==> src/hw/walker_pkg.sv <==
// Package: constants and types for the hashed page table walker
package walker_pkg;

  // ------------------------------------------------------------
  // Register map (APB byte addresses)
  // ------------------------------------------------------------
  localparam logic [11:0] OFF_CTRL      = 12'h000;
  localparam logic [11:0] OFF_TABLE_LO  = 12'h004;
  localparam logic [11:0] OFF_TABLE_HI  = 12'h008;
  localparam logic [11:0] OFF_STATUS    = 12'h00C;
  localparam logic [11:0] OFF_FHA_LO    = 12'h010;
  localparam logic [11:0] OFF_FHA_HI    = 12'h014;
  localparam logic [11:0] OFF_HASH_VA_LO = 12'h018;
  localparam logic [11:0] OFF_HASH_VA_HI = 12'h01C;
  localparam logic [11:0] OFF_HASH_LO   = 12'h020;
  localparam logic [11:0] OFF_HASH_HI   = 12'h024;
  localparam logic [11:0] OFF_TAG_LO    = 12'h028;
  localparam logic [11:0] OFF_TAG_HI    = 12'h02C;

  // Control register fields
  localparam int CTRL_WALK_EN = 0;
  localparam int CTRL_FORMAT  = 1;
  localparam int CTRL_BIG_END = 2;
  localparam int CTRL_DATA_TR = 3;
  localparam int CTRL_ABANDON = 4;
  localparam int CTRL_SIZE_LO = 8;
  localparam int CTRL_SIZE_W  = 6;

  // Reset values
  localparam logic [31:0] CTRL_RESET  = 32'h0000_0F00;
  localparam logic [63:0] TABLE_RESET = 64'h0000_0000_0000_0000;

  // Entry layout
  localparam int SHORT_ENTRY_BYTES = 8;
  localparam int LONG_ENTRY_BYTES  = 32;
  localparam int LONG_TAG_OFFSET   = 16;
  localparam int LONG_IGN_OFFSET   = 24;
  localparam int SHORT_SHIFT       = 3;
  localparam int LONG_SHIFT        = 5;
  localparam int TAG_INVALID_POS   = 63;
  localparam int PRESENT_POS       = 0;

  // Outcome kinds reported on the reference return
  typedef enum logic [1:0] {
    RES_RETRY      = 2'b00,
    RES_MISS_FAULT = 2'b01,
    RES_TABLE_FAULT = 2'b10
  } walk_result_e;

  typedef enum logic [2:0] {
    ST_IDLE  = 3'b000,
    ST_FETCH = 3'b001,
    ST_WAIT  = 3'b010,
    ST_CHECK = 3'b011,
    ST_DONE  = 3'b100
  } walk_state_e;

endpackage

==> src/hw/hashed_page_table_walker.sv <==
// Module: hashed page table walker with APB configuration and TLB interfaces
//
// Summary of operation
// - Walks begin only after a failed TLB lookup and while enabled.
// - Exactly one entry, at the hashed address of the chosen format, is read.
// - A miss on the walker's own table access gives a table translation fault.
// - Short entries without reserved bits are installed, then reference retried.
// - Long entries install only on tag match and no reserved bits.
// - Otherwise a TLB miss fault is raised for the reference.
// - Entries install even when their present bit is clear.
// - The walk may be abandoned while awaiting table words; reference then takes the miss path.
// - Format bit zero selects 8-byte short entries.
// - Short entries need no tag compare; position implies the page.
// - Short installs carry the region identifier of the selected region.
// - Short installs take page size from the region's preferred size.
// - Short installs set protection key equal to the region identifier.
// - Format bit one selects 32-byte long entries with full info.
// - Long tag sits at offset 16; tag invalid set never installs.
// - Generated tags always have the tag invalid bit clear.
// - The long word at offset 24 is ignored by the walker.
// - Faults write the entry's virtual address into fault hash address.
// - The hash readout equals the fault hash address for either format.
// - The tag readout equals the 64-bit tag the walker compares.
// - Data walks need walker enable, region enable and data translation.
// - Non-cacheable tables are never read; every miss faults.
// - Entries are byte-swapped when the big-endian walk bit is set.
`timescale 1ns/1ps
`default_nettype none

module hashed_page_table_walker #(
  parameter int RID_W  = 24,
  parameter int KEY_W  = 24,
  parameter int PGSZ_W = 6
) (
  // Clock and reset
  input  wire logic               pclk,
  input  wire logic               presetn,
  // APB slave
  input  wire logic               psel,
  input  wire logic               penable,
  input  wire logic               pwrite,
  input  wire logic [11:0]        paddr,
  input  wire logic [31:0]        pwdata,
  output logic                    pready,
  output logic [31:0]             prdata,
  output logic                    pslverr,
  // Failed reference from the TLB
  input  wire logic               miss_valid,
  input  wire logic               miss_is_data,
  input  wire logic [63:0]        miss_va,
  input  wire logic [RID_W-1:0]   region_rid,
  input  wire logic [PGSZ_W-1:0]  region_page_size,
  input  wire logic               region_walk_enable_bit,
  input  wire logic               table_cacheable,
  // Reference outcome
  output logic                    result_valid,
  output walker_pkg::walk_result_e result_kind,
  output logic                    retry_valid,
  output logic [63:0]             retry_va,
  // Table memory reads
  output logic                    mem_req,
  output logic [63:0]             mem_addr,
  output logic [2:0]              mem_words,
  input  wire logic               mem_word_valid,
  input  wire logic [63:0]        mem_word,
  input  wire logic               mem_tlb_miss,
  // TLB install
  output logic                    ins_valid,
  output logic [63:0]             ins_entry,
  output logic [63:0]             ins_va,
  output logic [RID_W-1:0]        ins_rid,
  output logic [PGSZ_W-1:0]       ins_page_size,
  output logic [KEY_W-1:0]        ins_key
);
  import walker_pkg::*;

  // ------------------------------------------------------------
  // Configuration registers
  // ------------------------------------------------------------
  logic [31:0] ctrl_q;
  logic [63:0] page_table_base_reg_q;
  logic [63:0] fault_hash_address_reg_q;
  logic [63:0] hash_va_q;
  logic        apb_wr;
  logic        apb_rd;

  // Writes land at the access edge; reads are captured at setup so prdata stands with pready
  assign apb_wr = psel && penable && pwrite && pready;
  assign apb_rd = psel && !penable && !pwrite;

  wire logic                  table_walker_enable_bit = ctrl_q[CTRL_WALK_EN];
  wire logic                  format_select_bit       = ctrl_q[CTRL_FORMAT];
  wire logic                  big_endian_walk_bit     = ctrl_q[CTRL_BIG_END];
  wire logic                  data_translation_bit    = ctrl_q[CTRL_DATA_TR];
  wire logic                  abandon_walks           = ctrl_q[CTRL_ABANDON];
  wire logic [CTRL_SIZE_W-1:0] table_size             = ctrl_q[CTRL_SIZE_LO +: CTRL_SIZE_W];

  always_ff @(posedge pclk or negedge presetn) begin
    if (!presetn) begin
      ctrl_q                <= CTRL_RESET;
      page_table_base_reg_q <= TABLE_RESET;
      hash_va_q             <= TABLE_RESET;
    end else if (apb_wr) begin
      unique case (paddr)
        OFF_CTRL:       ctrl_q <= pwdata;
        OFF_TABLE_LO:   page_table_base_reg_q[31:0] <= pwdata;
        OFF_TABLE_HI:   page_table_base_reg_q[63:32] <= pwdata;
        OFF_HASH_VA_LO: hash_va_q[31:0] <= pwdata;
        OFF_HASH_VA_HI: hash_va_q[63:32] <= pwdata;
        default: ;
      endcase
    end
  end

  // ------------------------------------------------------------
  // Hash and tag functions
  // ------------------------------------------------------------
  // Long-format hash/tag are implementation specific; simple XOR folds keep them reversible.
  function automatic logic [63:0] entry_addr(input logic [63:0] va, input logic [RID_W-1:0] rid,
                                              input logic [PGSZ_W-1:0] psz, input logic fmt);
    logic [63:0] mask;
    logic [63:0] hpn;
    logic [63:0] offs;
    logic [63:0] rgn;
    mask = (64'h1 << table_size) - 64'h1;
    hpn  = {3'h0, va[60:0]} >> psz;
    if (fmt) begin
      offs = (hpn ^ {{(64-RID_W){1'b0}}, rid}) << LONG_SHIFT;
      rgn  = {page_table_base_reg_q[63:61], 61'h0};
    end else begin
      offs = hpn << SHORT_SHIFT;
      rgn  = {va[63:61], 61'h0};
    end
    entry_addr = rgn | {3'h0, ((page_table_base_reg_q[60:15] & ~mask[60:15]) | (offs[60:15] & mask[60:15])),
                        offs[14:0]};
  endfunction

  function automatic logic [63:0] make_tag(input logic [63:0] va, input logic [RID_W-1:0] rid,
                                            input logic [PGSZ_W-1:0] psz);
    logic [63:0] hpn;
    hpn = {3'h0, va[60:0]} >> psz;
    make_tag = {1'b0, hpn[62:0] ^ {{(63-RID_W){1'b0}}, rid} << 24};
  endfunction

  // Byte reversal of one 64-bit word for big-endian tables
  function automatic logic [63:0] swap64(input logic [63:0] w);
    for (int i = 0; i < 8; i++) begin
      swap64[i*8 +: 8] = w[(7-i)*8 +: 8];
    end
  endfunction

  // Reserved bits of the short entry: bits 51:50 and bit 1, plus reserved attribute codes 1 and 2 in bits 4:2
  function automatic logic has_reserved(input logic [63:0] e);
    has_reserved = (e[51:50] != 2'h0) || e[1] || (e[4:2] == 3'h1) || (e[4:2] == 3'h2);
  endfunction

  // ------------------------------------------------------------
  // Walk state machine
  // ------------------------------------------------------------
  walk_state_e state_q;
  logic [63:0] va_q;
  logic [RID_W-1:0] rid_q;
  logic [PGSZ_W-1:0] psz_q;
  logic        fmt_q;
  logic [63:0] eaddr_q;
  logic [1:0]  word_cnt_q;
  logic [63:0] word0_q;
  logic [63:0] tag_word_q;
  logic        walk_ok;
  logic [63:0] cur_word;

  // Instruction walks need both enables; data walks also need data translation
  assign walk_ok = table_walker_enable_bit && region_walk_enable_bit &&
                   (!miss_is_data || data_translation_bit);
  assign cur_word = big_endian_walk_bit ? swap64(mem_word) : mem_word;

  always_ff @(posedge pclk or negedge presetn) begin
    if (!presetn) begin
      state_q      <= ST_IDLE;
      va_q         <= 64'h0;
      rid_q        <= '0;
      psz_q        <= '0;
      fmt_q        <= 1'b0;
      eaddr_q      <= 64'h0;
      word_cnt_q   <= 2'h0;
      word0_q      <= 64'h0;
      tag_word_q   <= 64'h0;
      mem_req      <= 1'b0;
      mem_addr     <= 64'h0;
      mem_words    <= 3'h0;
      result_valid <= 1'b0;
      result_kind  <= RES_RETRY;
      retry_valid  <= 1'b0;
      retry_va     <= 64'h0;
      ins_valid    <= 1'b0;
      ins_entry    <= 64'h0;
      ins_va       <= 64'h0;
      ins_rid      <= '0;
      ins_page_size <= '0;
      ins_key      <= '0;
      fault_hash_address_reg_q <= 64'h0;
    end else begin
      result_valid <= 1'b0;
      retry_valid  <= 1'b0;
      ins_valid    <= 1'b0;
      mem_req      <= 1'b0;
      unique case (state_q)
        ST_IDLE: begin
          if (miss_valid) begin
            // Capture now: region inputs may change while the walk runs
            va_q    <= miss_va;
            rid_q   <= region_rid;
            psz_q   <= region_page_size;
            fmt_q   <= format_select_bit;
            eaddr_q <= entry_addr(miss_va, region_rid, region_page_size, format_select_bit);
            if (walk_ok && table_cacheable) begin
              state_q <= ST_FETCH;
            end else begin
              // Disabled or uncached table: straight to the miss path
              fault_hash_address_reg_q <= entry_addr(miss_va, region_rid, region_page_size,
                                                     format_select_bit);
              result_valid <= 1'b1;
              result_kind  <= RES_MISS_FAULT;
            end
          end
        end
        ST_FETCH: begin
          mem_req    <= 1'b1;
          mem_addr   <= eaddr_q;
          // Long entries fetch words 0..2 only; offset 24 is never read
          mem_words  <= fmt_q ? 3'(LONG_TAG_OFFSET / SHORT_ENTRY_BYTES + 1) : 3'h1;
          word_cnt_q <= 2'h0;
          state_q    <= ST_WAIT;
        end
        ST_WAIT: begin
          // Abandon overrides; a late memory answer is simply ignored in idle
          if (abandon_walks) begin
            fault_hash_address_reg_q <= eaddr_q;
            result_valid <= 1'b1;
            result_kind  <= RES_MISS_FAULT;
            state_q      <= ST_IDLE;
          end else if (mem_tlb_miss) begin
            fault_hash_address_reg_q <= eaddr_q;
            result_valid <= 1'b1;
            result_kind  <= RES_TABLE_FAULT;
            state_q      <= ST_IDLE;
          end else if (mem_word_valid) begin
            // Words arrive in order; nothing past the tag word is requested
            word_cnt_q <= word_cnt_q + 2'h1;
            if (word_cnt_q == 2'h0) begin
              word0_q <= cur_word;
            end
            if (word_cnt_q == 2'(LONG_TAG_OFFSET / SHORT_ENTRY_BYTES)) begin
              tag_word_q <= cur_word;
            end
            if (!fmt_q || word_cnt_q == 2'(LONG_TAG_OFFSET / SHORT_ENTRY_BYTES)) begin
              state_q <= ST_CHECK;
            end
          end
        end
        ST_CHECK: begin
          // Present bit is not checked: not-present entries still install
          if (!has_reserved(word0_q) &&
              (!fmt_q || (!tag_word_q[TAG_INVALID_POS] &&
                          tag_word_q == make_tag(va_q, rid_q, psz_q)))) begin
            ins_valid     <= 1'b1;
            ins_entry     <= word0_q;
            ins_va        <= va_q;
            ins_rid       <= rid_q;
            ins_page_size <= psz_q;
            ins_key       <= KEY_W'(rid_q);
            state_q       <= ST_DONE;
          end else begin
            fault_hash_address_reg_q <= eaddr_q;
            result_valid <= 1'b1;
            result_kind  <= RES_MISS_FAULT;
            state_q      <= ST_IDLE;
          end
        end
        ST_DONE: begin
          // Retry and outcome leave together, one cycle after the install
          retry_valid  <= 1'b1;
          retry_va     <= va_q;
          result_valid <= 1'b1;
          result_kind  <= RES_RETRY;
          state_q      <= ST_IDLE;
        end
        default: state_q <= ST_IDLE;
      endcase
    end
  end

  // ------------------------------------------------------------
  // APB read path
  // ------------------------------------------------------------
  logic [63:0] hash_out;
  logic [63:0] tag_out;
  // Process form so base and size changes seen inside the functions also recompute
  always_comb begin
    hash_out = entry_addr(hash_va_q, region_rid, region_page_size, format_select_bit);
    tag_out  = make_tag(hash_va_q, region_rid, region_page_size);
  end

  always_ff @(posedge pclk or negedge presetn) begin
    if (!presetn) begin
      pready  <= 1'b0;
      prdata  <= 32'h0000_0000;
      pslverr <= 1'b0;
    end else begin
      // One wait-free access: pready rises the cycle after every setup
      pready  <= psel && !penable;
      pslverr <= 1'b0;
      if (apb_rd) begin
        unique case (paddr)
          OFF_CTRL:       prdata <= ctrl_q;
          OFF_TABLE_LO:   prdata <= page_table_base_reg_q[31:0];
          OFF_TABLE_HI:   prdata <= page_table_base_reg_q[63:32];
          OFF_STATUS:     prdata <= {29'h0, state_q};
          OFF_FHA_LO:     prdata <= fault_hash_address_reg_q[31:0];
          OFF_FHA_HI:     prdata <= fault_hash_address_reg_q[63:32];
          OFF_HASH_VA_LO: prdata <= hash_va_q[31:0];
          OFF_HASH_VA_HI: prdata <= hash_va_q[63:32];
          OFF_HASH_LO:    prdata <= hash_out[31:0];
          OFF_HASH_HI:    prdata <= hash_out[63:32];
          OFF_TAG_LO:     prdata <= tag_out[31:0];
          OFF_TAG_HI:     prdata <= tag_out[63:32];
          default: begin
            prdata  <= 32'h0000_0000;
            pslverr <= 1'b1;
          end
        endcase
      end else if (!psel) begin
        prdata <= 32'h0000_0000;
      end
    end
  end

endmodule

`default_nettype wire

==> config.mk <==
export PLATFORM = sky130hd
export DESIGN_NAME = hashed_page_table_walker
export DESIGN_NICKNAME = d
export VERILOG_FILES = /design/src/hw/walker_pkg.sv /design/src/hw/hashed_page_table_walker.sv
export SDC_FILE = /design/constraint.sdc
export NUM_CORES = 2
export LEC_CHECK = 0
export BUFFER_PORTS_ARGS = -buffer_cell sky130_fd_sc_hd__buf_2
export CAP_MARGIN = 20
export CORE_MARGIN = 2
export CORE_UTILIZATION = 55
export CTS_BUF_LIST = sky130_fd_sc_hd__clkbuf_4
export DETAILED_ROUTE_END_ITERATION = 10
export PLACE_DENSITY = 0.76
export SYNTH_ARGS = -nofsm -noshare
export SYNTH_HDL_FRONTEND = slang
export SYNTH_SLANG_ARGS = --single-unit
==> constraint.sdc <==
create_clock -name pclk -period 4.63 [get_ports pclk]
set_input_delay 0 -clock pclk [delete_from_list [all_inputs] [get_ports pclk]]
set_output_delay 0 -clock pclk [all_outputs]
set_load 0.1 [all_outputs]
==> results of run 1 <==
## cell families after synthesis
family          Yosys count  share of synthesized area [%]
mux                    1155                           29.3
flops                   835                           40.7
compound gates         1015                           12.4
other cells               1                        0.00731
simple gates           1346                           11.0
fa+ha+maj                 2                         0.0488
buf+inv                 457                           3.90
xor+xnor                147                           2.51
## metrics by stage
| stage | cells | cell area, um2 |
|---|---|---|
| 2_1_floorplan | 4961 | 51300 |
| 3_3_place_gp | 6807 | 57700 |
| 3_5_place_dp | 6807 | 57700 |
| 4_1_cts | 7746 | 66900 |
## synthesized netlist by cell type (51+ instances only)
| cell type | n |
|---|---|
| a21oi_1 | 158 |
| a22oi_1 | 60 |
| buf_1 | 75 |
| clkbuf_1 | 257 |
| dfrtp_1 | 831 |
| mux2_1 | 93 |
| mux2_2 | 486 |
| mux2_4 | 60 |
| mux2i_1 | 319 |
| mux4_2 | 197 |
| nand2_1 | 822 |
| nor2_1 | 258 |
| o21ai_0 | 425 |
| o22ai_1 | 51 |
| xnor2_1 | 80 |
| xor2_1 | 67 |
## routing by layer
layer	overflow	GRT usage (%)
met5	0	18.6
met4	1	71.4
met3	0	47.3
met2	0	87.2
met1	0	67.3
## repair_timing
action,CTS
resized for setup,170
hold buffers,545
gates cloned,8
hold endpoints to repair,1381
pin swaps,7
setup endpoints to repair,223
buffers inserted,15
==> run_results.csv, run 1 <==
group,metric,value,unit
status,status,"stopped before the end",
status,haltStage,"global routing",
status,stop_error,"[ERROR GRT-0232] Routing congestion too high. Check the congestion heatmap in the GUI.",
floorplanning,start_util,55.2,%
synthesis,yosys-top-cells-area,"dfrtp_1 (41%), mux2_2 (11%), mux4_2 (8.7%), mux2i_1 (6.2%), nand2_1 (6.0%)",
clock_network,cts_buffers,212,
synthesis,yosysSeqAreaShare,40.7,%
clock_network,root_buffer,"clkbuf_4",
floorplanning,rows,112,
placed_design,io_buffers,561,
synthesis,synth-seq-cells,835,
clock_network,cts_max_level,4,
placed_design,place.gp.congestion,1.15,
floorplanning,io_pins,566,
synthesis,netlist.area_leader.share,40.5,%
synthesis,ys_types,84,
placed_design,dp_hpwl,185,mm
clock_network,cts.sinks,835,
global_routing,grt_max_degree,135,
timing,crit_endpoint,"ins_entry[24]$_DFFE_PN0P_/D",
synthesis,syn-mean-instance-area,10.3,um2
synthesis,syn-instance-count,4958,
global_routing,overflow,1,
synthesis,yosys_warnings,0,
clock_network,cts.path.max_buffers,3,
synthesis,syn_area,51300,um2
synthesis,synth_area_leader_cell,"dfrtp_1",
floorplanning,dieWidth,309,um
synthesis,synth_edf_count,0,
placed_design,dpl_worst_slack,-0.558,ns
synthesis,synth-async-reset-ratio,100,%
global_routing,grt_usage,67.7,%
floorplanning,die_h,309,um
synthesis,synth-main-ff-cell,"dfrtp_1",
timing,worst-ep-kind,"sequential cell input",
==> run 2, diff against run 1 <==
Settings changed: CORE_UTILIZATION 55 to 40, CTS_BUF_LIST sky130_fd_sc_hd__clkbuf_4 to default, PLACE_DENSITY 0.76 to default, PLACE_DENSITY_LB_ADDON from default to 0.15.
==> run_results.csv, run 2 <==
group,metric,value,unit
status,status,"finished, violations left",
status,violations,"negative setup slack",
worst_setup_path,worstSetupStartpoint,"psz_q[1]",
global_routing,overflow,0,
clock_network,root_buffer,"clkbuf_16",
synthesis,synth-async-reset-ratio,100,%
worst_setup_path,reg2reg_from,"psz_q[1]",
final_layout,num-fill-cells,11600,
timing,rsz0062_at_grt,"true",
synthesis,yosys-top-cells-area,"dfrtp_1 (41%), mux2_2 (11%), mux4_2 (8.7%), mux2i_1 (6.2%), nand2_1 (6.0%)",
floorplanning,dieArea,131000,um2
clock_network,cts.sinks,835,
synthesis,netlist.area_leader.share,40.5,%
power_and_ir_drop,ir_drop,0.652,mV
power_and_ir_drop,leakagePower,30.4,nW
timing,clock_skew,0.0579,ns
routing,drcViolationCount,0,
synthesis,synth_edf_count,0,
final_layout,fin_nets,6203,
synthesis,synth.most_common_cell,"dfrtp_1",
floorplanning,die_h,362,um
timing,hold_viol,0,
timing,relSlewSlack,18.1,%
worst_setup_path,crit_path_max_fanout,21,
global_routing,grt_max_degree,141,
clock_network,clk_latency,0.79,ns
global_routing,grt_pass1_vias,46200,
synthesis,syn-mean-instance-area,10.3,um2
routing,routed_via_density,6.09,
clock_network,cts_tree,"yes",
flow_run,max_cap_violations,0,
floorplanning,io_pins,566,
routing,via_count,47100,
worst_setup_path,crit_family,"simple AND/OR/NAND/NOR gates",
final_layout,mostFrequentLayoutCells,"dfrtp_1 (824), nand2_1 (819), buf_2 (556), mux2_2 (470), buf_4 (456)",
worst_setup_path,r2r_setup_slack,-0.22,ns
clock_network,clk_pin_slew,0.06,ns
worst_setup_path,crit_cells,15,
worst_setup_path,cp_num_buf_inv,6,
placed_design,dpl_worst_slack,-0.483,ns
power_and_ir_drop,internal-power,0.0227,W
power_and_ir_drop,pwr-share-clk,16.9,%
routing,drt_iter0_drc,5169,
worst_setup_path,r2r-end,"ins_va[9]",
routing,drt-total-wl,261,mm
worst_setup_path,cp_common_cell,"buf_12",
placed_design,dpl_cell_area,58600,um2
power_and_ir_drop,p_switching,0.0235,W
synthesis,yosys_warnings,0,
global_routing,antenna_found_initial,11,
final_layout,multi_input_area,29000,um2
min_path,hold_path_class,"input port to flip-flop",
worst_setup_path,required,5.27,ns
final_layout,postLayoutCellArea,65700,um2
clock_network,cts_buffers,92,
timing,finalSetupViolCount,214,
synthesis,netlist_top_cells_count,"dfrtp_1 (831), nand2_1 (822), mux2_2 (486)",
placed_design,io_buffers,561,
synthesis,synth-main-ff-cell,"dfrtp_1",
worst_setup_path,critical_path_class,"flip-flop to flip-flop",
timing,fin_ws,-0.222,ns
floorplanning,dieWidth,362,um
worst_setup_path,arrival,5.49,ns
min_path,holdPathStages,4,
final_layout,regArea,20900,um2
global_routing,grt_usage,39.2,%
worst_setup_path,r2r_cells,15,
routing,wl_per_cell,33.7,um
floorplanning,rows,131,
placed_design,place.gp.congestion,1.09,
synthesis,yosysSeqAreaShare,40.7,%
power_and_ir_drop,seqPwrFrac,24.0,%
clock_network,cts_max_level,3,
timing,fmax,0.206,GHz
timing,holdWs,0.0339,ns
final_layout,drive_above_1_share,35.0,%
worst_setup_path,cpPeakStageDelay,0.57,ns
worst_setup_path,crit_chain,"buf_12 -> buf_8 -> buf_4 -> mux2i_2 -> mux4_2 -> o22ai_1 -> o31a_1 -> o21ai_0 -> or4_4 -> or4_4 -> o21ai_4 -> buf_6 -> buf_12 -> buf_12 -> mux2_2",
routing,ant_nets,0,
timing,drv_slew,0,
synthesis,ys_types,84,
synthesis,synth_area_leader_cell,"dfrtp_1",
power_and_ir_drop,combPwrFrac,59.0,%
power_and_ir_drop,power,0.0462,W
power_and_ir_drop,swShare,50.8,%
synthesis,syn-instance-count,4958,
routing,drt_pass1_iterations,9,
placed_design,dp_hpwl,202,mm
synthesis,synth-seq-cells,835,
floorplanning,start_util,40.3,%
final_layout,final_common_cell,"dfrtp_1",
final_layout,area_growth,28.0,%
floorplanning,core-area,127000,um2
power_and_ir_drop,p_per_area,703,nW/um2
timing,min_period,4.85,ns
clock_network,cts.path.max_buffers,3,
worst_setup_path,crit_slowest_cell,"or4_4",
min_path,whs_endpoint,"psz_q[4]",
timing,post-route-period-util,105,%
worst_setup_path,startpoint_type,"flip-flop",
synthesis,syn_area,51300,um2
min_path,min_from,"region_page_size[4]",
worst_setup_path,endpoint_kind,"flip-flop",
timing,worst_slew_pin_slew,1.23,ns
global_routing,grt_first_pass_wirelength,362,mm
timing,fin_setup_tns,-33.77,ns
==> run 2: cell counts after synthesis <==
Identical to the previous run, type by type.
==> run 2: layout make-up <==
cell class,count,share of cell area (%)
Timing Repair Buffer,1355,15.7
Antenna cell,9,0.0343
Clock buffer,129,4.04
Inverter,35,0.206
Multi-Input combinational cell,3669,44.1
Clock inverter,43,0.863
Tap cell,1662,3.17
Sequential cell,835,31.9
==> run 2: power groups by stage <==
stage          clock network, W  registers, W  logic, W
2_1_floorplan                 0        0.0168   0.00974
5_1_grt                 0.00824        0.0112    0.0281
6_report                0.00782        0.0111    0.0273
4_1_cts                 0.00791        0.0110    0.0265
3_3_place_gp                  0        0.0111    0.0253
3_5_place_dp                  0        0.0111    0.0253
==> run 2: cell families after synthesis <==
family,after synthesis,share of synthesized area (%)
flops,835,40.7
other cells,1,0.00731
xor+xnor,147,2.51
buf+inv,457,3.90
mux,1155,29.3
compound gates,1015,12.4
simple gates,1346,11.0
fa+ha+maj,2,0.0488
==> run 2: repair_timing <==
action                     in CTS  in global routing
pin swaps                       5                 14
resized for setup              96                 61
hold buffers                  267                  0
hold endpoints to repair      671                  0
buffers inserted               14                  2
setup endpoints to repair     222                222
gates cloned                    7                  4
==> run 2: worst max path at each step <==
stage,endpoint
after floorplan,ins_entry[47]
after global placement,ins_va[63]
after detailed placement,ins_entry[61]
after CTS,ins_key[12]
after global routing,fault_hash_address_reg_q[58]
final,ins_va[9]
==> run 2: worst min-delay path, cell delays in order <==
cell and delay [ns]:
buf_2 0.13, buf_4 0.35, nand2_1 0.13, o21ai_0 0.08
==> run 2: through the flow <==
stage,std cells,util (%)
2_1_floorplan,4961,-
3_3_place_gp,7262,46.0
3_5_place_dp,7262,46.0
4_1_cts,7722,51.3
5_1_grt,7729,51.5
6_report,7737,51.6
==> run 2: metal layers <==
layer	GRT usage [%]	routed length, um	vias up
met4	26.8	21000	6
met3	7.33	19100	643
met1	48.0	100000	23900
met2	62.8	121000	2372
met5	0	47	-
li1	-	-	20200
Power figures use the tool's default switching activity.
